### src/common/ebp_pkg.sv
package ebp_pkg;
  // Pin widths
  localparam int DATA_W = 16;
  localparam int LADDR_W = 16;
  localparam int HADDR_W = 7;
  localparam int ADDR_W = LADDR_W + HADDR_W;
  // Register map (byte addresses)
  localparam logic [11:0] OFS_BANK_SWITCH = 12'h000;
  localparam logic [11:0] OFS_STATUS = 12'h004;
  localparam logic [31:0] BANK_SWITCH_RST = 32'h0000_0000;
  // Field positions
  localparam int KEEP_EN_BIT = 1;
  localparam int STAT_HOLD_ACK_BIT = 0;
  localparam int STAT_HOST_MODE_BIT = 1;
  localparam int STAT_DRIVING_BIT = 2;
  localparam int STAT_BUSY_BIT = 3;
  localparam int STAT_KEEPING_BIT = 4;
  // Data phase length of an external access, in clock cycles
  localparam int ACCESS_CYCLES_DEF = 2;

  typedef enum logic [1:0]
  {
    SP_PROG = 2'b00,
    SP_DATA = 2'b01,
    SP_IO = 2'b10
  } ebp_space_e;

  typedef enum logic [1:0]
  {
    ST_IDLE = 2'b00,
    ST_ADDR = 2'b01,
    ST_XFER = 2'b11,
    ST_HOLD = 2'b10
  } ebp_state_e;

  typedef struct packed
  {
    logic valid;
    ebp_space_e space;
    logic write;
    logic [ADDR_W-1:0] addr;
    logic [DATA_W-1:0] wdata;
  } ebp_req_s;

  typedef struct packed
  {
    logic done;
    logic [DATA_W-1:0] rdata;
  } ebp_rsp_s;

  typedef struct packed
  {
    logic drive;
    logic [DATA_W-1:0] rdata;
  } ebp_host_s;
endpackage

### src/ebp_keeper.sv
`timescale 1ns/1ps
module ebp_keeper
#(
  parameter int W = 16
)
(
  // Clock and reset
  input wire logic clk_in,
  input wire logic rst_n_in,
  // Next driver state and enable
  input wire logic [W-1:0] drv_val_nxt_in,
  input wire logic drv_oe_nxt_in,
  input wire logic keep_en_in,
  // Holder drive
  output logic [W-1:0] keep_val_out,
  output logic keep_oe_out
);
  generate
    if (W < 1)
    begin : g_chk
      $error("ebp_keeper: W must be at least 1");
    end
  endgenerate

  // Follows the driver's next state so the holder takes over in the same
  // edge the driver lets go; no floating cycle in between
  genvar i;
  generate
    for (i = 0; i < W; i++)
    begin : g_bit
      always_ff @(posedge clk_in or negedge rst_n_in)
      begin
        if (!rst_n_in)
          keep_val_out[i] <= 1'b0;
        else if (drv_oe_nxt_in)
          keep_val_out[i] <= drv_val_nxt_in[i];
      end
    end
  endgenerate

  always_ff @(posedge clk_in or negedge rst_n_in)
  begin
    if (!rst_n_in)
      keep_oe_out <= 1'b0;
    else
      keep_oe_out <= keep_en_in & ~drv_oe_nxt_in;
  end
endmodule // ebp_keeper

### src/ebp_apb_regs.sv
`timescale 1ns/1ps
module ebp_apb_regs
(
  // Clock and reset
  input wire logic clk_in,
  input wire logic rst_n_in,
  // APB slave
  input wire logic psel,
  input wire logic penable,
  input wire logic pwrite,
  input wire logic [11:0] paddr,
  input wire logic [31:0] pwdata,
  output logic [31:0] prdata,
  output logic pready,
  output logic pslverr,
  // Block side
  input wire logic pin_reset_in,
  input wire logic [31:0] status_in,
  output logic keep_en_out
);
  import ebp_pkg::*;

  logic [31:0] bank_switch_r;
  logic hit_bank;
  logic hit_stat;
  logic wr_fire;

  assign hit_bank = (paddr == OFS_BANK_SWITCH);
  assign hit_stat = (paddr == OFS_STATUS);
  assign wr_fire = psel & penable & pready & pwrite;
  assign keep_en_out = bank_switch_r[KEEP_EN_BIT];

  // One wait state: pready rises in the second access cycle
  always_ff @(posedge clk_in or negedge rst_n_in)
  begin
    if (!rst_n_in)
      pready <= 1'b0;
    else
      pready <= psel & penable & ~pready;
  end

  always_ff @(posedge clk_in or negedge rst_n_in)
  begin
    if (!rst_n_in)
    begin
      prdata <= 32'h0000_0000;
      pslverr <= 1'b0;
    end
    else if (psel & penable & ~pready)
    begin
      pslverr <= ~(hit_bank | hit_stat);
      if (pwrite | ~(hit_bank | hit_stat))
        prdata <= 32'h0000_0000;
      else if (hit_bank)
        prdata <= bank_switch_r;
      else
        prdata <= status_in;
    end
    else
    begin
      prdata <= 32'h0000_0000;
      pslverr <= 1'b0;
    end
  end

  // RULE_06: holders off at reset
  always_ff @(posedge clk_in or negedge rst_n_in)
  begin
    if (!rst_n_in)
      bank_switch_r <= BANK_SWITCH_RST;
    else if (pin_reset_in)
      bank_switch_r <= BANK_SWITCH_RST;
    else if (wr_fire & hit_bank)
      bank_switch_r <= {30'h0000_0000, pwdata[KEEP_EN_BIT], 1'b0};
  end
endmodule // ebp_apb_regs

### src/ebp_pin_ctrl.sv
// Summary of operation
// RULE_01: With the wide host mode pin high the low address pins are inputs for the host port.
// RULE_02: The data pins carry words for core accesses or for the host port in wide mode.
// RULE_03: Data pins are undriven when not outputting and while reset or hold is asserted.
// RULE_04: Data pins are undriven whenever the output-off pin is low.
// RULE_05: With holders on and the driver off, each data pin keeps its last driven level.
// RULE_06: Holders are off after reset and software switches them via the bank switch register.
// RULE_07: Low address pins serve every space; high address pins only program space.
// RULE_08: Address pins are undriven in hold mode or while the output-off pin is low.
// RULE_09: An outside master asserts hold and, once acknowledged, gets the lines released.
// RULE_10: A per-bit holder register takes each driven value and shows it only when undriven.
`timescale 1ns/1ps
module ebp_pin_ctrl
#(
  parameter int ACCESS_CYCLES = ebp_pkg::ACCESS_CYCLES_DEF
)
(
  // Clock and reset
  input wire logic MCLK_IN,
  input wire logic RESET_N_IN,
  // APB register port
  input wire logic PSEL_IN,
  input wire logic PENABLE_IN,
  input wire logic PWRITE_IN,
  input wire logic [11:0] PADDR_IN,
  input wire logic [31:0] PWDATA_IN,
  output logic [31:0] PRDATA_OUT,
  output logic PREADY_OUT,
  output logic PSLVERR_OUT,
  // Core access side
  input wire ebp_pkg::ebp_req_s CORE_REQ_IN,
  output ebp_pkg::ebp_rsp_s CORE_RSP_OUT,
  // Host port side
  input wire ebp_pkg::ebp_host_s HOST_IN,
  output logic [ebp_pkg::LADDR_W-1:0] HOST_ADDR_OUT,
  output logic [ebp_pkg::DATA_W-1:0] HOST_WDATA_OUT,
  // Control pins
  input wire logic HOST_WIDE_MODE_SELECT_IN,
  input wire logic RESET_INPUT_N_IN,
  input wire logic HOLD_REQ_N_IN,
  input wire logic OUTPUT_OFF_N_IN,
  output logic HOLD_ACK_N_OUT,
  // Address pins
  input wire logic [ebp_pkg::LADDR_W-1:0] LOW_ADDRESS_PINS_IN,
  output logic [ebp_pkg::LADDR_W-1:0] LOW_ADDRESS_PINS_OUT,
  output logic LOW_ADDRESS_PINS_OE_OUT,
  output logic [ebp_pkg::HADDR_W-1:0] HIGH_ADDRESS_PINS_OUT,
  output logic HIGH_ADDRESS_PINS_OE_OUT,
  // Data pins and holders
  input wire logic [ebp_pkg::DATA_W-1:0] DATA_PINS_IN,
  output logic [ebp_pkg::DATA_W-1:0] DATA_PINS_OUT,
  output logic DATA_PINS_OE_OUT,
  output logic [ebp_pkg::DATA_W-1:0] DATA_KEEP_OUT,
  output logic DATA_KEEP_OE_OUT
);
  import ebp_pkg::*;

  generate
    if (ACCESS_CYCLES < 1 || ACCESS_CYCLES > 255)
    begin : g_chk
      $error("ebp_pin_ctrl: ACCESS_CYCLES must be 1..255");
    end
  endgenerate

  ebp_state_e state_r;
  ebp_state_e state_nxt;
  ebp_req_s lat_r;
  logic [7:0] cnt_r;
  logic off;
  logic pin_rst;
  logic hold_req;
  logic host_mode;
  logic take;
  logic last;
  logic keep_en;
  logic data_oe_nxt;
  logic [DATA_W-1:0] data_nxt;
  logic low_oe_nxt;
  logic high_oe_nxt;
  logic [31:0] status;

  assign off = ~OUTPUT_OFF_N_IN;
  assign pin_rst = ~RESET_INPUT_N_IN;
  assign hold_req = ~HOLD_REQ_N_IN;
  assign host_mode = HOST_WIDE_MODE_SELECT_IN;
  // Done guard stops a held request from being taken twice
  assign take = CORE_REQ_IN.valid & ~host_mode & ~pin_rst & ~CORE_RSP_OUT.done;
  assign last = (cnt_r == 8'h01);

  // Host mode only blocks new accesses from idle; an access in flight ends
  always_comb
  begin
    state_nxt = state_r;
    case (state_r)
      ST_IDLE:
      begin
        // RULE_09: grant hold only between accesses
        if (hold_req)
          state_nxt = ST_HOLD;
        else if (take)
          state_nxt = ST_ADDR;
      end
      ST_ADDR:
        state_nxt = ST_XFER;
      ST_XFER:
      begin
        if (last)
          state_nxt = ST_IDLE;
      end
      ST_HOLD:
      begin
        if (!hold_req)
          state_nxt = ST_IDLE;
      end
      default:
        state_nxt = ST_IDLE;
    endcase
    if (pin_rst)
      state_nxt = ST_IDLE;
  end

  always_ff @(posedge MCLK_IN or negedge RESET_N_IN)
  begin
    if (!RESET_N_IN)
      state_r <= ST_IDLE;
    else
      state_r <= state_nxt;
  end

  always_ff @(posedge MCLK_IN or negedge RESET_N_IN)
  begin
    if (!RESET_N_IN)
      lat_r <= '0;
    else if (state_r == ST_IDLE && state_nxt == ST_ADDR)
      lat_r <= CORE_REQ_IN;
  end

  always_ff @(posedge MCLK_IN or negedge RESET_N_IN)
  begin
    if (!RESET_N_IN)
      cnt_r <= 8'h00;
    else if (state_nxt == ST_ADDR)
      cnt_r <= 8'(ACCESS_CYCLES);
    else if (state_r == ST_XFER && !last)
      cnt_r <= cnt_r - 8'h01;
  end

  // Read data is sampled in the last data cycle
  always_ff @(posedge MCLK_IN or negedge RESET_N_IN)
  begin
    if (!RESET_N_IN)
      CORE_RSP_OUT <= '0;
    else if (state_r == ST_XFER && last && !pin_rst)
    begin
      CORE_RSP_OUT.done <= 1'b1;
      CORE_RSP_OUT.rdata <= lat_r.write ? 16'h0000 : DATA_PINS_IN;
    end
    else
      CORE_RSP_OUT.done <= 1'b0;
  end

  always_ff @(posedge MCLK_IN or negedge RESET_N_IN)
  begin
    if (!RESET_N_IN)
      HOLD_ACK_N_OUT <= 1'b1;
    else
      HOLD_ACK_N_OUT <= ~(state_nxt == ST_HOLD);
  end

  // Address pin drivers
  always_comb
  begin
    // RULE_07: high pins only for program space
    high_oe_nxt = (state_nxt == ST_ADDR || state_nxt == ST_XFER) && lat_or_new_prog();
    low_oe_nxt = (state_nxt == ST_ADDR || state_nxt == ST_XFER) && !host_mode;
    // RULE_08: released in hold or when outputs are off
    if (off || state_nxt == ST_HOLD)
    begin
      high_oe_nxt = 1'b0;
      low_oe_nxt = 1'b0;
    end
    // RULE_01: low address pins become host inputs
    if (host_mode)
      low_oe_nxt = 1'b0;
  end

  function automatic logic lat_or_new_prog();
    if (state_r == ST_IDLE)
      return CORE_REQ_IN.space == SP_PROG;
    else
      return lat_r.space == SP_PROG;
  endfunction

  always_ff @(posedge MCLK_IN or negedge RESET_N_IN)
  begin
    if (!RESET_N_IN)
    begin
      LOW_ADDRESS_PINS_OUT <= '0;
      HIGH_ADDRESS_PINS_OUT <= '0;
    end
    else if (state_r == ST_IDLE && state_nxt == ST_ADDR)
    begin
      LOW_ADDRESS_PINS_OUT <= CORE_REQ_IN.addr[LADDR_W-1:0];
      HIGH_ADDRESS_PINS_OUT <= (CORE_REQ_IN.space == SP_PROG)
        ? CORE_REQ_IN.addr[ADDR_W-1:LADDR_W] : 7'h00;
    end
  end

  always_ff @(posedge MCLK_IN or negedge RESET_N_IN)
  begin
    if (!RESET_N_IN)
    begin
      LOW_ADDRESS_PINS_OE_OUT <= 1'b0;
      HIGH_ADDRESS_PINS_OE_OUT <= 1'b0;
    end
    else
    begin
      LOW_ADDRESS_PINS_OE_OUT <= low_oe_nxt;
      HIGH_ADDRESS_PINS_OE_OUT <= high_oe_nxt;
    end
  end

  // Data pin driver
  always_comb
  begin
    // RULE_02: core write words or host port read words
    data_oe_nxt = 1'b0;
    data_nxt = DATA_PINS_OUT;
    if (state_nxt == ST_XFER && (state_r == ST_ADDR ? lat_r.write : lat_r.write))
    begin
      data_oe_nxt = 1'b1;
      data_nxt = lat_r.wdata;
    end
    else if (host_mode && HOST_IN.drive && state_nxt == ST_IDLE)
    begin
      data_oe_nxt = 1'b1;
      data_nxt = HOST_IN.rdata;
    end
    // RULE_03: released under reset or hold request
    // RULE_04: released when outputs are off
    if (pin_rst || hold_req || off)
      data_oe_nxt = 1'b0;
  end

  always_ff @(posedge MCLK_IN or negedge RESET_N_IN)
  begin
    if (!RESET_N_IN)
    begin
      DATA_PINS_OUT <= '0;
      DATA_PINS_OE_OUT <= 1'b0;
    end
    else
    begin
      DATA_PINS_OUT <= data_nxt;
      DATA_PINS_OE_OUT <= data_oe_nxt;
    end
  end

  // Host port capture of address and write data
  always_ff @(posedge MCLK_IN or negedge RESET_N_IN)
  begin
    if (!RESET_N_IN)
    begin
      HOST_ADDR_OUT <= '0;
      HOST_WDATA_OUT <= '0;
    end
    else if (host_mode)
    begin
      HOST_ADDR_OUT <= LOW_ADDRESS_PINS_IN;
      HOST_WDATA_OUT <= DATA_PINS_IN;
    end
  end

  // RULE_05: holder keeps last driven level
  // RULE_10: per-bit holder register
  ebp_keeper #(.W(DATA_W)) u_keeper
  (
    .clk_in(MCLK_IN),
    .rst_n_in(RESET_N_IN),
    .drv_val_nxt_in(data_nxt),
    .drv_oe_nxt_in(data_oe_nxt),
    .keep_en_in(keep_en),
    .keep_val_out(DATA_KEEP_OUT),
    .keep_oe_out(DATA_KEEP_OE_OUT)
  );

  always_comb
  begin
    status = 32'h0000_0000;
    status[STAT_HOLD_ACK_BIT] = ~HOLD_ACK_N_OUT;
    status[STAT_HOST_MODE_BIT] = host_mode;
    status[STAT_DRIVING_BIT] = DATA_PINS_OE_OUT;
    status[STAT_BUSY_BIT] = (state_r == ST_ADDR) || (state_r == ST_XFER);
    status[STAT_KEEPING_BIT] = DATA_KEEP_OE_OUT;
  end

  // RULE_06: holder enable from bank switch register
  ebp_apb_regs u_regs
  (
    .clk_in(MCLK_IN),
    .rst_n_in(RESET_N_IN),
    .psel(PSEL_IN),
    .penable(PENABLE_IN),
    .pwrite(PWRITE_IN),
    .paddr(PADDR_IN),
    .pwdata(PWDATA_IN),
    .prdata(PRDATA_OUT),
    .pready(PREADY_OUT),
    .pslverr(PSLVERR_OUT),
    .pin_reset_in(pin_rst),
    .status_in(status),
    .keep_en_out(keep_en)
  );
endmodule // ebp_pin_ctrl

### config.mk
export PLATFORM = sky130hd
export DESIGN_NAME = ebp_pin_ctrl
export DESIGN_NICKNAME = d
export VERILOG_FILES = /design/src/common/ebp_pkg.sv /design/src/ebp_keeper.sv /design/src/ebp_apb_regs.sv /design/src/ebp_pin_ctrl.sv
export SDC_FILE = /design/constraint.sdc
export NUM_CORES = 1
export LEC_CHECK = 0
export BUFFER_PORTS_ARGS = -buffer_cell sky130_fd_sc_hd__buf_2
export CAP_MARGIN = 20
export CORE_AREA = 2 2 129 131
export DETAILED_ROUTE_END_ITERATION = 10
export DIE_AREA = 0 0 131 133
export PLACE_DENSITY = 0.69
export SYNTH_ARGS = -nofsm -noshare
export SYNTH_HDL_FRONTEND = slang
export SYNTH_SLANG_ARGS = --single-unit
### constraint.sdc
create_clock -name MCLK_IN -period 2.3 [get_ports MCLK_IN]
set_clock_uncertainty 0.15 [all_clocks]
set_input_delay 0 -clock MCLK_IN [delete_from_list [all_inputs] [get_ports MCLK_IN]]
set_output_delay 0 -clock MCLK_IN [all_outputs]
set_load 0.005 [all_outputs]
## Word-level counts from Yosys, hierarchy flattened

Index checks and enable logic that the tools add are counted.

| word-level totals | value |
|---|---|
| register bits | 204 |
| bits of input ports | 145 |
| output and inout port bits | 143 |
| word-level logic and storage cells | 116 |

| cells by class | value |
|---|---|
| add/sub/neg operators | 1 |
| eq/ne operators | 9 |
| muxes and demuxes | 26 |
| bitwise gates (word level) | 21 |
| reduce and logical (&&, ||, !) cells | 22 |

Operators with widths:

| operator | count |
|---|---|
| two-way mux 32 bit | 5 |
| two-way mux 16 bit | 3 |
| two-way mux 8 bit | 2 |
| == test 12 x 3 -> 1 bit (second input constant) | 1 |
| logical NOT 12 bit | 1 |
| two-way mux 2 bit | 5 |
| inverter 1 bit | 10 |
| bitwise AND 1 bit | 9 |
| logical AND 1 bit | 9 |
| two-way mux 1 bit | 9 |
| == test 2 bit (second input constant) | 4 |
| == test 8 x 1 -> 1 bit (second input constant) | 1 |
| logical NOT 2 bit | 4 |
| one-hot mux 2 bit (4 select lines) | 1 |
| subtractor 8 x 1 -> 8 bit (second input constant) | 1 |
| two-way mux 7 bit | 1 |
| logical OR 1 bit | 5 |
| == test 2 x 1 -> 1 bit (second input constant) | 2 |
| logical NOT 1 bit | 2 |
| inequality test 2 x 1 -> 1 bit (second input constant) | 1 |
| bitwise OR 1 bit | 2 |
| nonzero test 2 bit | 1 |

## Longest topological paths before layout

| depth | value |
|---|---|
| depth in word-level cells | 15 |
| mapped depth | 10 |
| mapped depth without buffers | 7 |

## Cells and area by module

From an unflattened synthesis, not the netlist that was laid out.

| unflattened totals | value |
|---|---|
| cells, all modules | 635 |
| area, all modules | 7,241.9 µm² |

By module, submodules not included:

| module | times used | cells an instance | area an instance (µm²) | sequential area each (µm²) |
|---|---|---|---|---|
| ebp_pin_ctrl | 1 | 512 | 5,302.6 | 3,029.2 |
| ebp_apb_regs | 1 | 87 | 1,260.0 | 875.8 |
| ebp_keeper | 1 | 36 | 679.4 | 425.4 |

## Least setup slack after synthesis

OpenSTA, ideal clock, no wires.

| timing path | value |
|---|---|
| path type | register -> register |
| from | register cnt_r[1] |
| to | register u_keeper.keep_val_out[7] |
| setup time | 123 ps |
| data arrival time | 1,782 ps |
| required time | 2,027 ps |
| setup slack | 245 ps |
| stages on the path, launching flop included | 11 |
| cells stage by stage | dfrtp_1 -> inv_1 -> ha_1 -> nor3b_1 -> and3_1 -> buf_6 -> o211a_1 -> buf_4 -> nand2_4 -> buf_6 -> o221a_2 |

| between the ends | value |
|---|---|
| longest elaborated chain between the ends | 9 |
| elaborated cells between the ends (all ways) | 13 |
| classes of those cells | eq/ne (2); mux (8); reduce/logical (3) |

RTL lines:

| element | line | RTL |
|---|---|---|
| start, declared | ebp_pin_ctrl.sv:68 | `logic [7:0] cnt_r;` |
| start signal, assigned | ebp_pin_ctrl.sv:143 | `cnt_r <= 8'(ACCESS_CYCLES);` |
| start signal, assigned | ebp_pin_ctrl.sv:145 | `cnt_r <= cnt_r - 8'h01;` |
| == test 8 x 1 -> 1 bit * | ebp_pin_ctrl.sv:88 | `assign last = (cnt_r == 8'h01);` |
| two-way mux 2 bit * | ebp_pin_ctrl.sv:107 | `if (last)` |
| one-hot mux 2 bit (4 select lines) * | ebp_pin_ctrl.sv:94 | `case (state_r)` |
| two-way mux 2 bit * | ebp_pin_ctrl.sv:118 | `if (pin_rst)` |
| logical NOT 2 bit | ebp_pin_ctrl.sv:234 | `else if (host_mode && HOST_IN.drive && state_nxt == ST_IDLE)` |
| logical AND 1 bit | ebp_pin_ctrl.sv:234 |  |
| two-way mux 1 bit | ebp_pin_ctrl.sv:234 |  |
| two-way mux 1 bit | ebp_pin_ctrl.sv:229 | `if (state_nxt == ST_XFER && (state_r == ST_ADDR ? lat_r.write : lat_r.write))` |
| two-way mux 1 bit | ebp_pin_ctrl.sv:241 | `if (pin_rst \|\| hold_req \|\| off)` |
| end signal, assigned by index | ebp_keeper.sv:36 | `keep_val_out[i] <= drv_val_nxt_in[i];` |
| end, declared | ebp_keeper.sv:15 | `output logic [W-1:0] keep_val_out,` |

Mark *: on every way between the ends. The rest lies on a longest branch, timed or not.
A chain may end at the register's enable or synchronous reset.

## Worst setup path after layout

| timing path | value |
|---|---|
| from | register cnt_r[1] |
| to | register u_keeper.keep_val_out[6] |

Same word-level chain as after synthesis.

==> impl_results.md <==
* Outcome: finished clean
* DRC viols at 0
* Tcrit/Tclk final at 93.2%
* Worst hold slack at 0.0844 ns
* Num CTS Buffers at 17
* Final HPWL DP at 11000 µm
* ANT nets after route at 0
* Initial antenna violation count at 1
* Core ar. at 16200 µm²
* Maximum buffer depth of the clock tree at 2
* Asr flop ratio synth at 100%
* Post-synth top area share at 57.5%
* Kind of critical path: reg2reg
* Switching Fraction at 27.3%
* Clk pin slew, worst setup/hold paths at 0.06 ns
* Share of power burned in the clock network at 36.4%
* DP Worst Slack at 0.0945 ns
* Core Rows at 47
* Yosys Warn Count at 0
* Maximum capacitance violations at 0
* Top post-synthesis cells by area: dfrtp_1, mux2_2, buf_4, nand2_1, o22a_1
* EDFF count, synth at 0
* Synthesized cell area at 6310 µm²
* Internal at 5950 µW
* Sum Neg Setup Slack at 0 ns
* Top cell type by total area after synthesis: dfrtp_1
* Mapped Cells at 520
* RSZ-0062 raised after global routing: no
* Setup violators final at 0
* Placer Congestion at 0.800
* Hold_sp: HOLD_REQ_N_IN
* Seq/Total Area, Yosys at 57.9%
* Post-synthesis cell type count at 48
* Average wire per standard cell at 15.8 µm
* Iter 0 DRT Violations at 256
* Clock Latency Late Sink at 0.41 ns
* Clk Tree Root Cell: clkbuf_16
* Critical path required time at 2.45 ns
* Final Hold Viols at 0
* Hold Path Class: in2reg
* # port buffers at 229
* P_leak at 0.00465 µW
* Routed wire length at 17300 µm
* CP arrival at 2.30 ns
* Sink of the worst hold path: state_r[1]
* Filler cell count at 1324
* Number of global-route vias before repair at 5604
* CTS sink count at 146
* Reg-to-Reg End: u_keeper.keep_val_out[6]
* First-pass GRT wire length at 27600 µm
* R2R setup slack at 0.16 ns
* NetSw at 2240 µW
* Flop pwr share at 42.4%
* Share of layout cells above drive strength 1 at 40.9%
* Largest net degree at the start of global routing at 47
* H-tree level count at 4
* Fmax at 466 MHz
* GR Util All Layers at 20.5%
* Slew @ Worst Pin at 0.523 ns
* Max-slew headroom at 65.2%
* Syn avg cell area at 12.1 µm²
* Die area at 17400 µm²
* I/O pin count at 288
* Combinational share of power at 21.2%
* Worst-case reg-to-reg path depth at 7
* Die H at 133 µm
* Overflow after GRT at 0
* Chip Width at 131 µm
* Net count, final at 1010
* Final core utilization at 58.1%
* Routed via count at 5187
* TritonRoute pass-1 iters at 4
* Most frequent cells in the layout: buf_2, dfrtp_1, dlygate4sd3_1
* PwrDens at 872 nW/µm²
* Reg2reg start: cnt_r[1]
* Post-route worst setup slack at 0.155 ns
* Pins Over Slew Limit at 0
* Initial Util at 39.0%
* Startpoint class of the critical path: flop
* Hold Path Cell Cnt at 5
* Post-layout power at 8200 µW
* Primary FF master, synth: dfrtp_1
* #FFs+latches synth at 146
* Crit. End Element: flop
* Vias per inst at 4.73
* CTS tree: yes
* Layout area overhead at 48.9%
* Most common cell after layout, fill and taps aside: buf_2
* Peak supply drop at 592 µV
* Crit Path Max Fanout at 18
* Fin crit period at 2.14 ns
==> how the worst max path moves through the flow <==
stage,cells past startpoint,to,start
CTS,8,DATA_PINS_OUT[10],cnt_r[1]
floorplan,10,u_keeper.keep_val_out[7],cnt_r[1]
global route,7,u_keeper.keep_val_out[2],cnt_r[1]
detailed placement,8,DATA_PINS_OUT[10],cnt_r[1]
finish,7,u_keeper.keep_val_out[6],cnt_r[1]
global placement,8,DATA_PINS_OUT[11],cnt_r[1]
==> stage by stage <==
step                      cell area [µm²]  instances
final                                9400       1097
after global routing                 9400       1097
after CTS                            9350       1094
after detailed placement             7640        956
after global placement               7640        956
after floorplan                      6410        546
==> cells in the mapped netlist, types with 3 or more instances <==
master	count
dfrtp_1	145
mux2_2	59
nand2_1	57
nor2_1	32
buf_4	29
o21ai_0	24
a31oi_1	16
nand2b_1	16
o22a_1	16
inv_1	12
buf_2	10
nand3_1	9
o221a_1	9
mux2_1	8
clkbuf_1	7
o221a_2	7
and3_1	6
buf_6	6
xor2_1	6
buf_1	4
nor4_1	4
nor2b_1	3
nor3_1	3
nor3b_1	3
==> final cells by class <==
cell class                      instances  area (µm²)  share of cell area (%)
Antenna cell                            1        2.50                  0.0266
Inverter                               12        45.0                   0.479
Tap cell                              220         275                    2.93
Clock inverter                         12         180                    1.92
Clock buffer                           20         457                    4.86
Sequential cell                       146        3650                    38.9
Multi-Input combinational cell        332        2360                    25.1
Timing Repair Buffer                  354        2420                    25.8
==> sequential cells by signal, indices dropped and copies added, names as in the netlist, 2 cells and up <==
| register | count |
|---|---|
| lat_r | 19 |
| CORE_RSP_OUT | 17 |
| DATA_PINS_OUT | 16 |
| HOST_ADDR_OUT | 16 |
| HOST_WDATA_OUT | 16 |
| LOW_ADDRESS_PINS_OUT | 16 |
| u_keeper.keep_val_out | 16 |
| cnt_r | 8 |
| HIGH_ADDRESS_PINS_OUT | 7 |
| u_regs.prdata | 5 |
| state_r | 2 |
==> layer usage <==
| layer | global-route usage (%) | vias up | routed length, µm |
|---|---|---|---|
| li1 | - | 2462 | - |
| met1 | 24.4 | 2478 | 7280 |
| met2 | 34.7 | 211 | 8560 |
| met3 | 5.30 | 36 | 972 |
| met4 | 8.81 | 0 | 516 |
| met5 | 0 | - | 0 |
==> power by group through the flow <==
stage	logic [µW]	registers, µW	clock network (µW)
floorplan	858	3490	0
detailed placement	1580	3500	0
CTS	1730	3470	3040
global route	1930	3560	3160
finish	1740	3480	2980
global placement	1550	3490	0
==> cells by family after synthesis <==
group	share of synthesized area, %
AND/OR/NAND/NOR	11.8
flip-flops	57.9
AO/OA/AOI/OAI	9.93
multiplexers	12.3
buffers and inverters	6.68
XOR/XNOR	0.971
adder cells (fa/ha/maj)	0.396
other	0.0594
==> critical path, stage by stage, from the launching register on <==
cell	delay [ns]
dfrtp_1	0.39
inv_1	0.09
ha_1	0.16
nor3b_1	0.23
nand2_1	0.15
a41oi_4	0.32
nand2_4	0.21
o221a_2	0.32
==> timing repair <==
action | in CTS | in global routing
hold buffers | 106 | 0
setup buffers | 0 | 1
resized for setup | 0 | 5
endpoints found under the hold margin | 282 | 0
setup endpoints to repair | 0 | 53
No activity file was read; power rests on OpenSTA's default activity.
